[src/sscc_pkg.sv]
`default_nettype none
package sscc_pkg;
  // =====================================================
  // Cyclic status byte layout and control byte lock bit
  localparam int unsigned BIT_DIAG = 7;
  localparam int unsigned BIT_STATE = 3;
  localparam int unsigned BIT_STAT2 = 2;
  localparam int unsigned BIT_DOOR = 0;
  localparam int unsigned BIT_LATCH = 3;
  localparam int unsigned BIT_LOCKED = 1;
  localparam int unsigned BIT_LOCK_REQ = 0;
  // =====================================================
  // Acyclic indices
  localparam logic [5:0] IDX_IDENT = 6'h02;
  localparam logic [5:0] IDX_VERSION = 6'h03;
  localparam logic [5:0] IDX_PARTS = 6'h05;
  localparam logic [5:0] IDX_SOL_CYC = 6'h11;
  localparam logic [5:0] IDX_ERR_CUR = 6'h12;
  localparam logic [5:0] IDX_ERR_LAST = 6'h13;
  localparam logic [5:0] IDX_ERR_SIZE = 6'h14;
  localparam logic [5:0] IDX_ERR_NUM = 6'h15;
  localparam logic [5:0] IDX_TAG_DET = 6'h16;
  localparam logic [5:0] IDX_TAG_TAUGHT = 6'h17;
  localparam logic [5:0] IDX_TAG_BLOCK = 6'h18;
  localparam logic [5:0] IDX_VOLTAGE = 6'h19;
  localparam logic [5:0] IDX_TEMP = 6'h1A;
  localparam logic [5:0] IDX_DOOR_CYC = 6'h1B;
  localparam logic [5:0] IDX_SOFT_RST = 6'h1D;
  localparam logic [5:0] IDX_FACT_RST = 6'h1E;
  // =====================================================
  // Answer lengths and misc
  localparam logic [2:0] LEN_NONE = 3'h0;
  localparam logic [2:0] LEN_1 = 3'h1;
  localparam logic [2:0] LEN_2 = 3'h2;
  localparam logic [2:0] LEN_3 = 3'h3;
  localparam logic [2:0] LEN_5 = 3'h5;
  localparam logic [2:0] LEN_6 = 3'h6;
  localparam logic [7:0] ACK_BYTE = 8'h00;
  localparam logic [7:0] ERR_NONE = 8'h00;
  localparam logic [7:0] ERR_CROSS = 8'h01;
  localparam logic [7:0] ERR_INTERNAL = 8'h02;
  localparam logic [4:0] MAX_CHAIN = 5'h14;
  localparam int unsigned LOG_DEPTH = 8;
  localparam logic [3:0] LOG_DEPTH_V = 4'h8;
  // Arbitrary neutral identity values.
  localparam logic [47:0] IDENT_VALUE = 48'h0000_0000_0001;
  localparam logic [39:0] VERSION_VALUE = 40'h00_0000_0001;
  localparam logic [7:0] SER_DIVIDE = 8'h27;
  // =====================================================
  // Carried groups
  typedef struct packed {
    logic door_closed;
    logic latch_engaged;
    logic fault;
    logic [39:0] tag_detected;
    logic [39:0] tag_taught;
    logic [39:0] tag_blocked;
    logic [15:0] voltage;
    logic [7:0] temperature;
  } sscc_sense_t;
  typedef struct packed {
    logic [7:0] byte_one;
    logic [7:0] byte_two;
  } sscc_cyclic_t;
  typedef enum logic [2:0] {
    ST_IDLE = 3'b001,
    ST_SEND = 3'b010,
    ST_GAP = 3'b100
  } sscc_tx_state_t;
  // =====================================================
  function automatic logic [2:0] sscc_answer_len(input logic [5:0] idx);
    case (idx)
      IDX_IDENT: sscc_answer_len = LEN_6;
      IDX_VERSION: sscc_answer_len = LEN_5;
      IDX_PARTS, IDX_VOLTAGE: sscc_answer_len = LEN_2;
      IDX_SOL_CYC, IDX_DOOR_CYC: sscc_answer_len = LEN_3;
      IDX_TAG_DET, IDX_TAG_TAUGHT, IDX_TAG_BLOCK: sscc_answer_len = LEN_5;
      IDX_ERR_CUR, IDX_ERR_LAST, IDX_ERR_SIZE, IDX_ERR_NUM, IDX_TEMP, IDX_SOFT_RST,
      IDX_FACT_RST: sscc_answer_len = LEN_1;
      default: sscc_answer_len = LEN_NONE;
    endcase
  endfunction : sscc_answer_len
endpackage : sscc_pkg
`default_nettype wire

[src/sscc_safety.sv]
`default_nettype none
module sscc_safety
  import sscc_pkg::*;
(
  input wire logic clk_i,
  input wire logic rst_n_i,
  input wire logic enable_in_a_i,
  input wire logic enable_in_b_i,
  input wire logic swap_seen_i,
  input wire logic door_closed_i,
  input wire logic fault_i,
  output logic cross_fault_o,
  output logic out_on_o
);
  // =====================================================
  // Cross-wiring latch and output gate
  logic cross_q;
  logic cross_d;
  logic on_q;
  logic on_d;
  always_comb begin
    cross_d = cross_q | swap_seen_i;
    // Only hard-wired inputs decide; nothing from the communication line enters here.
    on_d = enable_in_a_i & enable_in_b_i & door_closed_i & ~fault_i & ~cross_d;
  end
  always_ff @(posedge clk_i) begin
    if (!rst_n_i) begin
      cross_q <= 1'b0;
      on_q <= 1'b0;
    end else begin
      cross_q <= cross_d;
      on_q <= on_d;
    end
  end
  assign cross_fault_o = cross_q;
  assign out_on_o = on_q;
endmodule : sscc_safety
`default_nettype wire

[src/sscc_tx.sv]
`default_nettype none
module sscc_tx
  import sscc_pkg::*;
(
  input wire logic clk_i,
  input wire logic rst_n_i,
  input wire logic tick_i,
  input wire logic start_i,
  input wire logic [47:0] data_i,
  input wire logic [2:0] len_i,
  output logic busy_o,
  output logic [7:0] byte_o,
  output logic byte_valid_o
);
  // =====================================================
  // Sends len bytes, most significant first, one per tick.
  sscc_tx_state_t st_q, st_d;
  logic [47:0] sh_q, sh_d;
  logic [2:0] cnt_q, cnt_d;
  logic [7:0] byte_q, byte_d;
  logic bv_q, bv_d;
  always_comb begin
    st_d = st_q;
    sh_d = sh_q;
    cnt_d = cnt_q;
    byte_d = byte_q;
    bv_d = 1'b0;
    case (st_q)
      ST_IDLE: begin
        if (start_i && len_i != LEN_NONE) begin
          sh_d = data_i << (8 * (6 - len_i));
          cnt_d = len_i;
          st_d = ST_SEND;
        end
      end
      ST_SEND: begin
        if (tick_i) begin
          byte_d = sh_q[47:40];
          bv_d = 1'b1;
          sh_d = {sh_q[39:0], 8'h00};
          cnt_d = cnt_q - 3'h1;
          if (cnt_q == LEN_1) begin
            st_d = ST_GAP;
          end
        end
      end
      ST_GAP: begin
        if (tick_i) begin
          st_d = ST_IDLE;
        end
      end
      default: st_d = ST_IDLE;
    endcase
  end
  always_ff @(posedge clk_i) begin
    if (!rst_n_i) begin
      st_q <= ST_IDLE;
      sh_q <= 48'h0;
      cnt_q <= 3'h0;
      byte_q <= 8'h00;
      bv_q <= 1'b0;
    end else begin
      st_q <= st_d;
      sh_q <= sh_d;
      cnt_q <= cnt_d;
      byte_q <= byte_d;
      bv_q <= bv_d;
    end
  end
  assign busy_o = (st_q != ST_IDLE);
  assign byte_o = byte_q;
  assign byte_valid_o = bv_q;
endmodule : sscc_tx
`default_nettype wire

[src/sscc_top.sv]
`default_nettype none
// How it works
// - An open guard or the sensed fault input drops the safety outputs; stored fault codes only set the diagnostic bit.
// - Enable inputs fed from swapped upstream channels force a latched fault.
// - Status byte one: diagnostic bit 7, state 3, status 2, door 0.
// - Status byte two: latch element bit 3, lock engaged bit 1.
// - Cyclic status bytes are sent continuously without any request.
// - Acyclic answers are sent only in reply to a request.
// - Control byte bit 0 engages guard locking when set, releases when clear.
// - Index 3 answers version, 2 identity, 5 participant count.
// - Error indices 0x12 to 0x15 each answer one byte.
// - Tag indices 0x16 to 0x18 each answer five bytes.
// - Counters, voltage and temperature answer at indices 0x11, 0x1B, 0x19, 0x1A.
// - Indices 0x1D and 0x1E reset soft or factory, answered by one byte.
// - A reset request over the link clears the pending error message.
// - Safety outputs never depend on anything from the communication line.
// - The monitoring output shows door position or guard lock by variant.
// - Both channel inputs form a dual-channel enable from upstream or supply.
module sscc_top
  import sscc_pkg::*;
#(
  parameter bit MON_IS_LOCK = 1'b0
) (
  input wire logic clk_i,
  input wire logic rst_n_i,
  input wire logic enable_in_a_i,
  input wire logic enable_in_b_i,
  input wire logic swap_seen_i,
  input wire sscc_sense_t sense_i,
  input wire logic [4:0] chain_count_i,
  input wire logic [7:0] fault_code_i,
  input wire logic fault_code_valid_i,
  input wire logic door_cycle_i,
  input wire logic ctrl_valid_i,
  input wire logic [7:0] ctrl_byte_i,
  input wire logic req_valid_i,
  input wire logic [5:0] req_index_i,
  input wire logic [7:0] req_arg_i,
  output logic safety_out_a_o,
  output logic safety_out_b_o,
  output logic monitor_o,
  output logic lock_solenoid_o,
  output sscc_cyclic_t cyclic_o,
  output logic cyclic_valid_o,
  output logic [7:0] acyc_byte_o,
  output logic acyc_valid_o,
  output logic acyc_busy_o,
  output logic soft_reset_o,
  output logic factory_reset_o
);
  // =====================================================
  // Clock divider for the byte rate
  logic [7:0] div_q, div_d;
  logic tick_q, tick_d;
  always_comb begin
    tick_d = (div_q == SER_DIVIDE);
    div_d = tick_d ? 8'h00 : div_q + 8'h01;
  end
  always_ff @(posedge clk_i) begin
    if (!rst_n_i) begin
      div_q <= 8'h00;
      tick_q <= 1'b0;
    end else begin
      div_q <= div_d;
      tick_q <= tick_d;
    end
  end
  // =====================================================
  // Safety path
  logic cross_fault;
  logic out_on;
  logic any_fault;
  sscc_safety u_safety (
    .clk_i(clk_i),
    .rst_n_i(rst_n_i),
    .enable_in_a_i(enable_in_a_i),
    .enable_in_b_i(enable_in_b_i),
    .swap_seen_i(swap_seen_i),
    .door_closed_i(sense_i.door_closed),
    .fault_i(sense_i.fault),
    .cross_fault_o(cross_fault),
    .out_on_o(out_on)
  );
  // =====================================================
  // Lock control, error log and counters
  logic lock_q, lock_d;
  logic [7:0] fault_code_q, fault_code_d;
  logic [7:0] last_code_q, last_code_d;
  logic [7:0] log_q [LOG_DEPTH];
  logic [7:0] log_d [LOG_DEPTH];
  logic [3:0] log_size_q, log_size_d;
  logic [2:0] log_wr_q, log_wr_d;
  logic [23:0] sol_cyc_q, sol_cyc_d;
  logic [23:0] door_cyc_q, door_cyc_d;
  logic cross_seen_q, cross_seen_d;
  logic soft_q, soft_d;
  logic fact_q, fact_d;
  logic [7:0] new_code;
  logic new_err;
  logic [2:0] req_len;
  logic req_ok;
  logic tx_busy;
  assign any_fault = sense_i.fault | (fault_code_q != ERR_NONE);
  assign req_len = sscc_answer_len(req_index_i);
  assign req_ok = req_valid_i && (req_len != LEN_NONE) && !tx_busy;
  always_comb begin
    new_err = 1'b0;
    new_code = fault_code_i;
    if (cross_fault && !cross_seen_q) begin
      new_err = 1'b1;
      new_code = ERR_CROSS;
    end else if (fault_code_valid_i && fault_code_i != ERR_NONE) begin
      new_err = 1'b1;
    end
    lock_d = lock_q;
    if (ctrl_valid_i) begin
      lock_d = ctrl_byte_i[BIT_LOCK_REQ];
    end
    cross_seen_d = cross_seen_q | cross_fault;
    fault_code_d = fault_code_q;
    last_code_d = last_code_q;
    log_d = log_q;
    log_size_d = log_size_q;
    log_wr_d = log_wr_q;
    // The acknowledge clears first so a fault arriving in the same cycle still lands.
    if (req_ok && req_index_i == IDX_SOFT_RST) begin
      fault_code_d = ERR_NONE;
    end
    if (new_err) begin
      fault_code_d = new_code;
      last_code_d = new_code;
      log_d[log_wr_q] = new_code;
      log_wr_d = log_wr_q + 3'h1;
      if (log_size_q != LOG_DEPTH_V) begin
        log_size_d = log_size_q + 4'h1;
      end
    end
    sol_cyc_d = sol_cyc_q + {23'h0, (lock_d != lock_q)};
    door_cyc_d = door_cyc_q + {23'h0, door_cycle_i};
    soft_d = req_ok && (req_index_i == IDX_SOFT_RST);
    fact_d = req_ok && (req_index_i == IDX_FACT_RST);
    if (fact_d) begin
      log_size_d = 4'h0;
      log_wr_d = 3'h0;
      fault_code_d = ERR_NONE;
      last_code_d = ERR_NONE;
    end
  end
  always_ff @(posedge clk_i) begin
    if (!rst_n_i) begin
      lock_q <= 1'b0;
      fault_code_q <= ERR_NONE;
      last_code_q <= ERR_NONE;
      log_size_q <= 4'h0;
      log_wr_q <= 3'h0;
      sol_cyc_q <= 24'h0;
      door_cyc_q <= 24'h0;
      cross_seen_q <= 1'b0;
      soft_q <= 1'b0;
      fact_q <= 1'b0;
      for (int i = 0; i < LOG_DEPTH; i++) begin
        log_q[i] <= 8'h00;
      end
    end else begin
      lock_q <= lock_d;
      fault_code_q <= fault_code_d;
      last_code_q <= last_code_d;
      log_size_q <= log_size_d;
      log_wr_q <= log_wr_d;
      sol_cyc_q <= sol_cyc_d;
      door_cyc_q <= door_cyc_d;
      cross_seen_q <= cross_seen_d;
      soft_q <= soft_d;
      fact_q <= fact_d;
      log_q <= log_d;
    end
  end
  // =====================================================
  // Acyclic answer select
  logic [47:0] ans;
  logic [7:0] ans_err_num;
  logic [4:0] parts;
  assign parts = (chain_count_i > MAX_CHAIN) ? MAX_CHAIN : chain_count_i;
  assign ans_err_num = (req_arg_i < {4'h0, log_size_q}) ? log_q[req_arg_i[2:0]] : ERR_NONE;
  always_comb begin
    case (req_index_i)
      IDX_IDENT: ans = IDENT_VALUE;
      IDX_VERSION: ans = {8'h00, VERSION_VALUE};
      IDX_PARTS: ans = {43'h0, parts};
      IDX_ERR_CUR: ans = {40'h0, fault_code_q};
      IDX_ERR_LAST: ans = {40'h0, last_code_q};
      IDX_ERR_SIZE: ans = {44'h0, log_size_q};
      IDX_ERR_NUM: ans = {40'h0, ans_err_num};
      IDX_TAG_DET: ans = {8'h00, sense_i.tag_detected};
      IDX_TAG_TAUGHT: ans = {8'h00, sense_i.tag_taught};
      IDX_TAG_BLOCK: ans = {8'h00, sense_i.tag_blocked};
      IDX_SOL_CYC: ans = {24'h0, sol_cyc_q};
      IDX_DOOR_CYC: ans = {24'h0, door_cyc_q};
      IDX_VOLTAGE: ans = {32'h0, sense_i.voltage};
      IDX_TEMP: ans = {40'h0, sense_i.temperature};
      default: ans = {40'h0, ACK_BYTE};
    endcase
  end
  logic [7:0] tx_byte;
  logic tx_valid;
  sscc_tx u_tx (
    .clk_i(clk_i),
    .rst_n_i(rst_n_i),
    .tick_i(tick_q),
    .start_i(req_ok),
    .data_i(ans),
    .len_i(req_len),
    .busy_o(tx_busy),
    .byte_o(tx_byte),
    .byte_valid_o(tx_valid)
  );
  // =====================================================
  // Cyclic status and output registers
  sscc_cyclic_t cyc_q, cyc_d;
  logic cv_q, cv_d;
  logic mon_q, mon_d;
  logic busy_q;
  always_comb begin
    cyc_d = '0;
    cyc_d.byte_one[BIT_DIAG] = any_fault | cross_fault;
    cyc_d.byte_one[BIT_STATE] = out_on;
    cyc_d.byte_one[BIT_STAT2] = lock_q;
    cyc_d.byte_one[BIT_DOOR] = sense_i.door_closed;
    cyc_d.byte_two[BIT_LATCH] = sense_i.latch_engaged;
    cyc_d.byte_two[BIT_LOCKED] = lock_q & sense_i.latch_engaged;
    cv_d = tick_q;
    mon_d = MON_IS_LOCK ? (lock_q & sense_i.latch_engaged) : sense_i.door_closed;
  end
  always_ff @(posedge clk_i) begin
    if (!rst_n_i) begin
      cyc_q <= '0;
      cv_q <= 1'b0;
      mon_q <= 1'b0;
      busy_q <= 1'b0;
    end else begin
      cyc_q <= cyc_d;
      cv_q <= cv_d;
      mon_q <= mon_d;
      busy_q <= tx_busy | req_ok;
    end
  end
  assign safety_out_a_o = out_on;
  assign safety_out_b_o = out_on;
  assign monitor_o = mon_q;
  assign lock_solenoid_o = lock_q;
  assign cyclic_o = cyc_q;
  assign cyclic_valid_o = cv_q;
  assign acyc_byte_o = tx_byte;
  assign acyc_valid_o = tx_valid;
  assign acyc_busy_o = busy_q;
  assign soft_reset_o = soft_q;
  assign factory_reset_o = fact_q;
endmodule : sscc_top
`default_nettype wire

[config.mk]
export PLATFORM = sky130hd
export DESIGN_NAME = sscc_top
export DESIGN_NICKNAME = d
export VERILOG_FILES = /design/src/sscc_pkg.sv /design/src/sscc_safety.sv /design/src/sscc_tx.sv /design/src/sscc_top.sv
export SDC_FILE = /design/constraint.sdc
export NUM_CORES = 1
export LEC_CHECK = 0
export ABC_CLOCK_PERIOD_IN_PS = 2900
export BUFFER_PORTS_ARGS = -buffer_cell sky130_fd_sc_hd__buf_2
export CORE_MARGIN = 1.5
export CORE_UTILIZATION = 51
export CTS_BUF_LIST = sky130_fd_sc_hd__clkbuf_16
export CTS_CLUSTER_SIZE = 8
export DETAILED_ROUTE_END_ITERATION = 7
export GPL_TIMING_DRIVEN = 0
export PLACE_DENSITY = 0.77
export REMOVE_ABC_BUFFERS = 1
export SLEW_MARGIN = 0
export SYNTH_ARGS = -nofsm -noshare
export SYNTH_HDL_FRONTEND = slang
export SYNTH_SLANG_ARGS = --single-unit
[constraint.sdc]
create_clock -name clk_i -period 2.9 [get_ports clk_i]
set_input_delay 0 -clock clk_i [delete_from_list [all_inputs] [get_ports clk_i]]
set_output_delay 0 -clock clk_i [all_outputs]
set_load 0.01 [all_outputs]
Yosys cells after proc, flatten, opt, wreduce, memory -nomap -nowiden
Memory sizes are Yosys's and may differ from the RTL's.
Cells that the tools add are included.
- add/subtract/negate cells: 7
- magnitude comparators: 5
- equal/unequal tests: 28
- shift operators: 1
- mux-type cells: 28
- bitwise logic cells: 15
- reductions and logical operators: 23
- operator list (operator ; number):
    $pmux W40 S13 ; 1
    $mux W48 ; 2
    $pmux W48 S2 ; 1
    $eq A6 B5 Y1 const B ; 13
    $bwmux W64 ; 1
    $mux W8 ; 7
    $add A24 B1 Y24 ; 2
    $shl A40 B32 Y48 ; 1
    $bmux W8 S3 ; 1
    $demux W8 S3 ; 1
    $mux W3 ; 7
    $reduce_bool A8 Y1 ; 2
    $eq A6 B2 Y1 const B ; 2
    $pmux W3 S3 ; 1
    $add A8 B1 Y8 const B ; 1
    $eq A8 B6 Y1 const B ; 1
    $ge A4 B4 Y1 const B ; 2
    $logic_and A1 B1 Y1 ; 8
    $lt A8 B4 Y1 ; 1
    $not A3 Y4 ; 2
    $eq A3 B1 Y1 const B ; 2
    $eq A6 B3 Y1 const B ; 1
    $pmux W3 S2 ; 1
    $reduce_and A2 Y1 ; 3
    24 further kinds ; 43
- register bits after elaboration: 232
- memory bits (read-only): 96
- output and inout port bits: 33
- word-level logic and storage cells: 142
- memories kept: 1
- memory list (name ; words ; bits a word ; rd ports ; clocked after Yosys merged registers in ; write ports ; line ; source):
    (name not given) ; 32 ; 3 ; 1 ; 0 ; 0 ; sscc_pkg.sv:72 ; case (idx)

Longest topological paths before layout
Gate-level depths: netlist (run 1).
- depth in word-level cells: 9
- mapped depth: 15
- depth with buffers taken out: 13

Cells and area by module
Synthesis (run 1) repeated with hierarchy kept, for this count alone.
- cell total of the unflattened synthesis: 1395
- area total of the unflattened synthesis: 11937.7 um^2
- by module, submodules not included (module ; times used ; cells an instance ; area each (um^2) ; seq. area each (um^2)):
    sscc_top ; 1 ; 923 ; 8130.3 ; 3123.0
    sscc_tx ; 1 ; 466 ; 3734.8 ; 1261.2
    sscc_safety ; 1 ; 6 ; 72.6 ; 40.0

Least setup slack after synthesis (run 1)
OpenSTA, ideal clock, no wires.
- path type: input to register
- start point: input req_index_i[1]
- end point: register u_tx.sh_q[19]
- setup time: 0.119 ns
- arrival time: 2.792 ns
- required time: 2.781 ns
- path slack: -0.010 ns
- stages: 13
- cell sequence: inv_1 ha_1 mux2i_1 o2111a_1 nor2_4 buf_4 inv_2 buf_1 ha_1 o31ai_4 nor3_4 a221o_1 o221a_1
- word-level cells in the longest chain between the ends: 8
- RTL lines (what ; line ; source):
    from (decl) ; sscc_top.sv:37 ; input wire logic [5:0] req_index_i,
    parallel branches: the longest is 8 deep, another holds $sub A3 B3 Y4 ; -- ;
    to (signal assigned) ; sscc_tx.sv:58 ; sh_q <= 48'h0;
    to (signal assigned) ; sscc_tx.sv:64 ; sh_q <= sh_d;
    to (decl) ; sscc_tx.sv:18 ; logic [47:0] sh_q, sh_d;
Parallel ways; which one is timed is not known. The select of a mux whose other input is x is not followed.
A chain may end at the register's enable or synchronous reset.

Worst setup path after layout (run 1)
- start point: input req_index_i[1]
- end point: register u_tx.sh_q[2]
Same word-level chain as after synthesis.

==> impl_metrics.tcl, run 1 <==
set metrics [dict create \
    drt_iter0_drc 1066 \
    drt-total-wl_mm 38.9 \
    insertion_delay_ns 0.56 \
    clk_pin_slew_worst_paths_ns 0.05 \
    cts_tree "built" \
    hold_class "input pin to flop" \
    num-fill-cells 2022 \
    worstMarginPinSlew_ns 1.11 \
    ys_types 90 \
    crit_path_start_kind "input pin" \
    grt_pass1_wl_mm 59.5 \
    period_share_pct 94.9 \
    setup_violations 0 \
    r2r_end "u_tx.sh_q[6]$_SDFFE_PN0P_" \
    hpwlAfterDp_mm 26.0 \
    slew_violations 0 \
    grt_overflow_total 0 \
    cts_buffer_depth 3 \
    std_cell_rows 56 \
    worstRegToRegCells 8 \
    yosysTopAreaCell "dfxtp_1" \
    clock.fmax_ghz 0.363 \
    hold_depth 6 \
    slew_headroom_pct 26.2 \
    multi_input_area_um2 7340 \
    netlist_instances 1455 \
    hold_ws_ns 0.0210 \
    cp_max_fo 36 \
    first_global_vias 11100 \
    antenna_found_initial 3 \
    min_from "sense_i[49]" \
    vias_per_cell 6.14 \
    synthTopCellsByArea "dfxtp_1, mux2i_1, nor2_1" \
    drc_errors 0 \
    endpoint_kind "flop" \
    final_layout_size_suffix_gt1_share_pct 21.0 \
    status "finished, final reports clean" \
    yosysMostFrequentCell "dfxtp_1" \
    synth_flop_cell "dfxtp_1" \
    grt_max_degree 82 \
    die_x_um 158 \
    cts_root_buf "clkbuf_16" \
    fin_crit_ns 2.75 \
    yosys_register_bits 221 \
    hold_viol 0 \
    finClkSkew_ns 0.00828 \
    power_density_nw_per_um2 503 \
    area_delta_synth_final_pct 20.0 \
    clock_sinks 221 \
    synth-edff-count 0 \
    worst_ep_required_time_ns 3.39 \
    total_power_mw 7.43 \
    r2r_slack_ns 0.18 \
    synth_top_area_share_pct 36.0 \
    io_pins 224 \
    regArea_um2 4420 \
    die_area_um2 25100 \
    vias 12000 \
    r2r-start "log_size_q[1]$_SDFFE_PP0P_" \
    htree_levels 1 \
    port_buffers 206 \
    cts_buffers 31 \
    async_reset_ff_share_pct 0 \
    layout.nets 1847 \
    cap_viol_max_count 0 \
    vdd_drop_max_v 0.000469 \
    routedWlPerCell_um 19.9 \
    p_leak_nw 5.91 \
    synth_commonest_cells "dfxtp_1, nor2_1, nand2_1" \
    core-area_um2 23500 \
    start_util_pct 52.3 \
    critPathKind "input pin to flop" \
    synth_area_um2 12300 \
    die_h_um 158 \
    drt-pass1-iter-count 6 \
    ant_nets 0 \
    gp_congestion 0.913 \
    yosysWarnings 0 \
    syn_avg_cell_area_um2 8.46 \
    min_to "u_tx.sh_q[33]$_SDFFE_PN0P_" \
    seq_area_frac_synth_pct 36.0 \
    grt_usage_pct 30.3 \
    critPathArrivalTime_ns 3.24 \
]
[worst max-delay path by stage]
stage / startpoint / end / slack (ns) / depth (start not counted)
after floorplan: u_tx.st_q[1]$_SDFFE_PN0P_ / u_tx.sh_q[28]$_SDFFE_PN0P_ / -2.65 / 7
after global placement: u_tx.st_q[1]$_SDFFE_PN0P_ / u_tx.sh_q[26]$_SDFFE_PN0P_ / -5.87 / 6
after detailed placement: req_index_i[1] / u_tx.sh_q[42]$_SDFFE_PN0P_ / -2.26 / 12
after CTS: req_index_i[1] / u_tx.sh_q[42]$_SDFFE_PN0P_ / 0.008 / 13
after global routing: log_size_q[1]$_SDFFE_PP0P_ / u_tx.sh_q[0]$_SDFFE_PN0P_ / -0.06 / 8
final: req_index_i[1] / u_tx.sh_q[2]$_SDFFE_PN0P_ / 0.15 / 13
[power by group]
part           total, mW  leakage, nW  internal (mW)  switching [mW]
sequential          3.21         1.79           3.14          0.0755
combinational       1.06         3.72          0.442           0.620
clock               3.16        0.396           1.86            1.29
total               7.43         5.91           5.44            1.99
[layout by cell type (no fill, tap or decap), types with 24 or more instances in the layout]
cell type and instances:
dfxtp_1 221, mux2i_1 79, xor2_1 32, inv_1 24
dlygate4sd3_1 34, and3_1 26, and2_1 31, a221oi_1 36
clkbuf_16 31, a22oi_1 35, nand2_1 165, buf_2 206
a21oi_1 93, nor2_1 168, nand3_1 34, o21ai_0 61
[layer usage]
metal  global-route usage (%)  wire length, um  vias to the layer above
li1                         -                -                     5634
met1                     38.5            15300                     5640
met2                     50.0            18000                      636
met3                     4.63             3460                      118
met4                     15.0             2120                        0
met5                        0                0                        -
[area by class of cell]
cell class	instances	area share (%)
Antenna cell	3	0.0508
Clock buffer	31	5.25
Clock inverter	2	0.169
Inverter	27	0.780
Multi-Input combinational cell	1087	49.7
Sequential cell	221	30.0
Tap cell	319	2.70
Timing Repair Buffer	268	11.4
[state kept, by name (all words and copies together) (netlist names), 3 cells and up]
register and cells:
log_q 64, u_tx.sh_q 48, door_cyc_q 24, sol_cyc_q 24, div_q 8, fault_code_q 8
last_code_q 8, u_tx.byte_o 8, cyclic_o 6, log_size_q 4, log_wr_q 3, u_tx.cnt_q 3
u_tx.st_q 3
[worst max-delay path, stage by stage]
cell	delay, ns
buf_2	0.15
inv_1	0.18
ha_4	0.29
mux2i_1	0.12
o2111a_1	0.34
nor2_4	0.22
inv_6	0.17
ha_2	0.30
xnor2_4	0.24
o31ai_4	0.21
nor3_1	0.68
nand3_1	0.16
a21oi_1	0.17
[per-stage QoR]
step           utilization [%]  cells  cell area, um^2  TNS (ns)  setup slack (ns)
2_1_floorplan                -   1334            11700   -127.30             -2.65
3_3_place_gp              55.8   1859            13100   -526.14             -5.87
3_5_place_dp              56.5   1867            13300   -112.67             -2.26
4_1_cts                   62.1   1945            14600         0           0.00774
5_1_grt                   62.7   1958            14800   -0.0665           -0.0573
6_report                  62.7   1958            14800         0             0.147
[kinds of logic (layout without fill, tap and decap cells)]
kind of cell | count (synthesis) | in the layout | synth area share, %
muxes | 99 | 99 | 9.72
buffers and inverters | 157 | 328 | 5.93
other | 1 | 13 | 0.0305
adders and majority gates | 20 | 20 | 2.03
AOI/OAI and AO/OA | 367 | 367 | 21.1
DFF | 221 | 221 | 36.0
xor gates and xnor gates | 48 | 48 | 3.57
and+or+nand+nor | 542 | 543 | 21.7
[what timing repair did]
item | 4_1_cts | 5_1_grt
gates cloned | 1 | 0
endpoints found under the hold margin | 40 | 0
gates resized for setup | 14 | 8
setup buffers | 10 | 9
hold buffers | 34 | 0
pin swaps | 5 | 4
endpoints found under the setup margin | 73 | 83
Note: power is estimated with default switching activity, not from simulation.
==> inputs of run 2 (changes only) <==
--- a/config.mk
+++ b/config.mk
@@ -5,17 +5,19 @@
 export SDC_FILE = /design/constraint.sdc
 export NUM_CORES = 1
 export LEC_CHECK = 0
+export ABC_AREA = 1
 export ABC_CLOCK_PERIOD_IN_PS = 2900
 export BUFFER_PORTS_ARGS = -buffer_cell sky130_fd_sc_hd__buf_2
 export CORE_MARGIN = 1.5
-export CORE_UTILIZATION = 51
+export CORE_UTILIZATION = 52
 export CTS_BUF_LIST = sky130_fd_sc_hd__clkbuf_16
 export CTS_CLUSTER_SIZE = 8
 export DETAILED_ROUTE_END_ITERATION = 7
 export GPL_TIMING_DRIVEN = 0
-export PLACE_DENSITY = 0.77
+export PLACE_DENSITY = 0.78
 export REMOVE_ABC_BUFFERS = 1
 export SLEW_MARGIN = 0
 export SYNTH_ARGS = -nofsm -noshare
 export SYNTH_HDL_FRONTEND = slang
+export SYNTH_HIERARCHICAL = 1
 export SYNTH_SLANG_ARGS = --single-unit
==> run 2 against run 1 <==
Effect of this change:
- synthesized cell count increased by 35%
- fmax grew 4.5%
- register-to-register slack better by 0.09 ns
- combinational power rose by 100%
- via count up 16%
- worst setup slack better by 0.12 ns
- first-iteration DRC count rose by 50%
- final area up 1.6%
- clock-buffer cell count is the same
- global-route usage about the same
- critical path type is now flop to flop
==> impl_metrics.tcl, run 2 <==
set metrics [dict create \
    design_area_um2 15000 \
    port_buffers 206 \
    grt_overflow_total 0 \
    final_layout_size_suffix_gt1_share_pct 15.2 \
    largest_register_ffs 64 \
    setup_violations 0 \
    first_global_vias 12500 \
    yosysTopAreaCell "dfxtp_1" \
    gr-usage-met2_pct 52.2 \
    synth_commonest_cells "nand2_1, nor2_1, dfxtp_1" \
    ant_nets 0 \
    final_common_cell "nand2_1" \
    yosys_register_bits 221 \
    crit_path_start_kind "flop" \
    vias_per_cell 5.63 \
    drt-total-wl_mm 41.0 \
    hpwlAfterDp_mm 27.8 \
    grt_max_degree 60 \
    hold_viol 0 \
    routedWlPerCell_um 16.6 \
    slew_headroom_pct 10.9 \
    yosysWarnings 6 \
    r2r_slack_ns 0.27 \
    synth_area_um2 12900 \
    p_leak_nw 6.31 \
    cts_buffers 31 \
    cp_max_fo 8 \
    grt_pass1_wl_mm 63.6 \
    rsz0062_at_grt "false" \
    ys_types 51 \
    regMostFlops "log_q" \
    htree_levels 1 \
    cap_viol_max_count 0 \
    start_util_pct 53.0 \
    busiest_layer "met2" \
    drt_iter0_drc 1595 \
    clock_sinks 221 \
    drt-pass1-iter-count 8 \
    worst_ep_required_time_ns 3.37 \
    seq_area_frac_synth_pct 34.2 \
    gr-usage-met3_pct 4.52 \
    r2r-start "log_size_q[1]$_SDFFE_PP0P_" \
    die_area_um2 25800 \
    fin_ws_ns 0.265 \
    synth_flop_cell "dfxtp_1" \
    clock.fmax_ghz 0.380 \
    met1_usage_pct 37.9 \
    hold_depth 5 \
    std_cell_rows 57 \
    layout_common_cells "nand2_1, nor2_1, dfxtp_1" \
    syn_avg_cell_area_um2 6.57 \
    vias 13900 \
    yosysMostFrequentCell "nand2_1" \
    insertion_delay_ns 0.56 \
    pre_cts_ws_ns -2.39 \
    power_density_nw_per_um2 578 \
    worstRegToRegCells 14 \
    placed_area_um2 13900 \
    io_pins 224 \
    die_x_um 161 \
    min_from "fault_code_i[3]" \
    layout.nets 2351 \
    synth-edff-count 0 \
    r2r_end "u_tx/sh_q[44]$_SDFFE_PN0P_" \
    die_h_um 161 \
    worstMarginPinSlew_ns 1.34 \
    cts_tree "built" \
    critPathArrivalTime_ns 3.10 \
    hold_class "input pin to flop" \
    synthTopCellsByArea "dfxtp_1, nand2_1, a21oi_1" \
    status "finished, final reports clean" \
    antenna_found_initial 4 \
    finClkSkew_ns 0.0215 \
    slew_violations 0 \
    hold_ws_ns 0.0170 \
    cts_root_buf "clkbuf_16" \
    cts_buffer_depth 3 \
    total_power_mw 8.67 \
    min_to "log_q[43]$_SDFFE_PN0P_" \
    area_delta_synth_final_pct 16.0 \
    endpoint_kind "flop" \
    grt_usage_pct 30.3 \
    gp_congestion 0.958 \
    clk_pin_slew_worst_paths_ns 0.05 \
    period_share_pct 90.9 \
    core-area_um2 24400 \
    drc_errors 0 \
    critPathKind "flop to flop" \
    largestRegisters "log_q x64, u_tx/sh_q x48" \
    netlist_instances 1969 \
    fin_crit_ns 2.63 \
    synth_top_area_share_pct 34.2 \
    async_reset_ff_share_pct 0 \
    vdd_drop_max_v 0.000474 \
]
[run 2: cell families (layout without fill, tap and decap cells)]
family          after synthesis  after routing  synth area share (%)
simple gates                958            958                  32.7
buf+inv                     309            464                  10.5
flops                       221            221                  34.2
compound gates              444            444                  19.4
fa+ha+maj                    20             20                  1.94
other cells                   1             23                0.0290
xor+xnor                     16             16                  1.23
[run 2: how the worst max path moves through the flow]
stage	slack [ns]	startpoint	endpoint	depth (start not counted)
floorplan	-1.33	req_index_i[1]	u_tx/sh_q[39]$_SDFFE_PN0P_	16
global placement	-3.06	req_index_i[1]	u_tx/sh_q[39]$_SDFFE_PN0P_	17
detailed placement	-2.39	req_index_i[1]	u_tx/sh_q[39]$_SDFFE_PN0P_	17
CTS	0.008	req_index_i[0]	u_tx/sh_q[39]$_SDFFE_PN0P_	17
global route	0.01	log_size_q[1]$_SDFFE_PP0P_	u_tx/sh_q[39]$_SDFFE_PN0P_	14
finish	0.27	log_size_q[1]$_SDFFE_PP0P_	u_tx/sh_q[44]$_SDFFE_PN0P_	14
[run 2: metal layers]
layer  up-vias  wire, um
li1       6835         -
met1      6335     16300
met2       638     19500
met3       104      3630
met4         0      1630
met5         -         0
[run 2: timing repair]
action                                 in CTS  in global routing
pin swaps                                   0                  1
endpoints found under the hold margin      37                  0
setup endpoints to repair                  51                 51
buffers inserted                            0                  6
gates cloned                                2                  0
gates resized for setup                     9                  7
hold buffers                               18                  0
[run 2: critical path, cell delays in order, from the launching register on]
cell	delay, ns
dfxtp_1	0.38
inv_1	0.10
ha_1	0.27
o21ai_0	0.07
nand2_1	0.07
nand3_1	0.06
and3_1	0.34
nand4_1	0.32
nand4_1	0.29
nand3_1	0.14
nand2_1	0.15
nand3_1	0.09
nand2_1	0.07
nand2_1	0.06
a21oi_1	0.12
[run 2: power breakdown]
group | internal, mW | switching [mW]
registers | 3.27 | 0.129
logic | 0.679 | 1.48
clock network | 1.85 | 1.26
[run 2: layout make-up]
class                      instances  area [um^2]
antenna                            5         12.5
clock buffer                      31          776
clock inverter                     3         16.3
fill                            2264         9390
inverter                         195          751
multi-input combinational       1456         7260
sequential                       221         4420
tap                              324          405
timing repair buffer             233         1340
timing repair inverter             2         15.0
[run 2: metrics by stage]
| step | setup TNS [ns] | instances | util, % |
|---|---|---|---|
| finish | 0 | 2470 | 61.5 |
| global route | 0 | 2467 | 61.5 |
| CTS | 0 | 2458 | 61.0 |
| detailed placement | -94.64 | 2404 | 56.8 |
| global placement | -170.83 | 2402 | 56.6 |
| floorplan | -48.34 | 1872 | - |
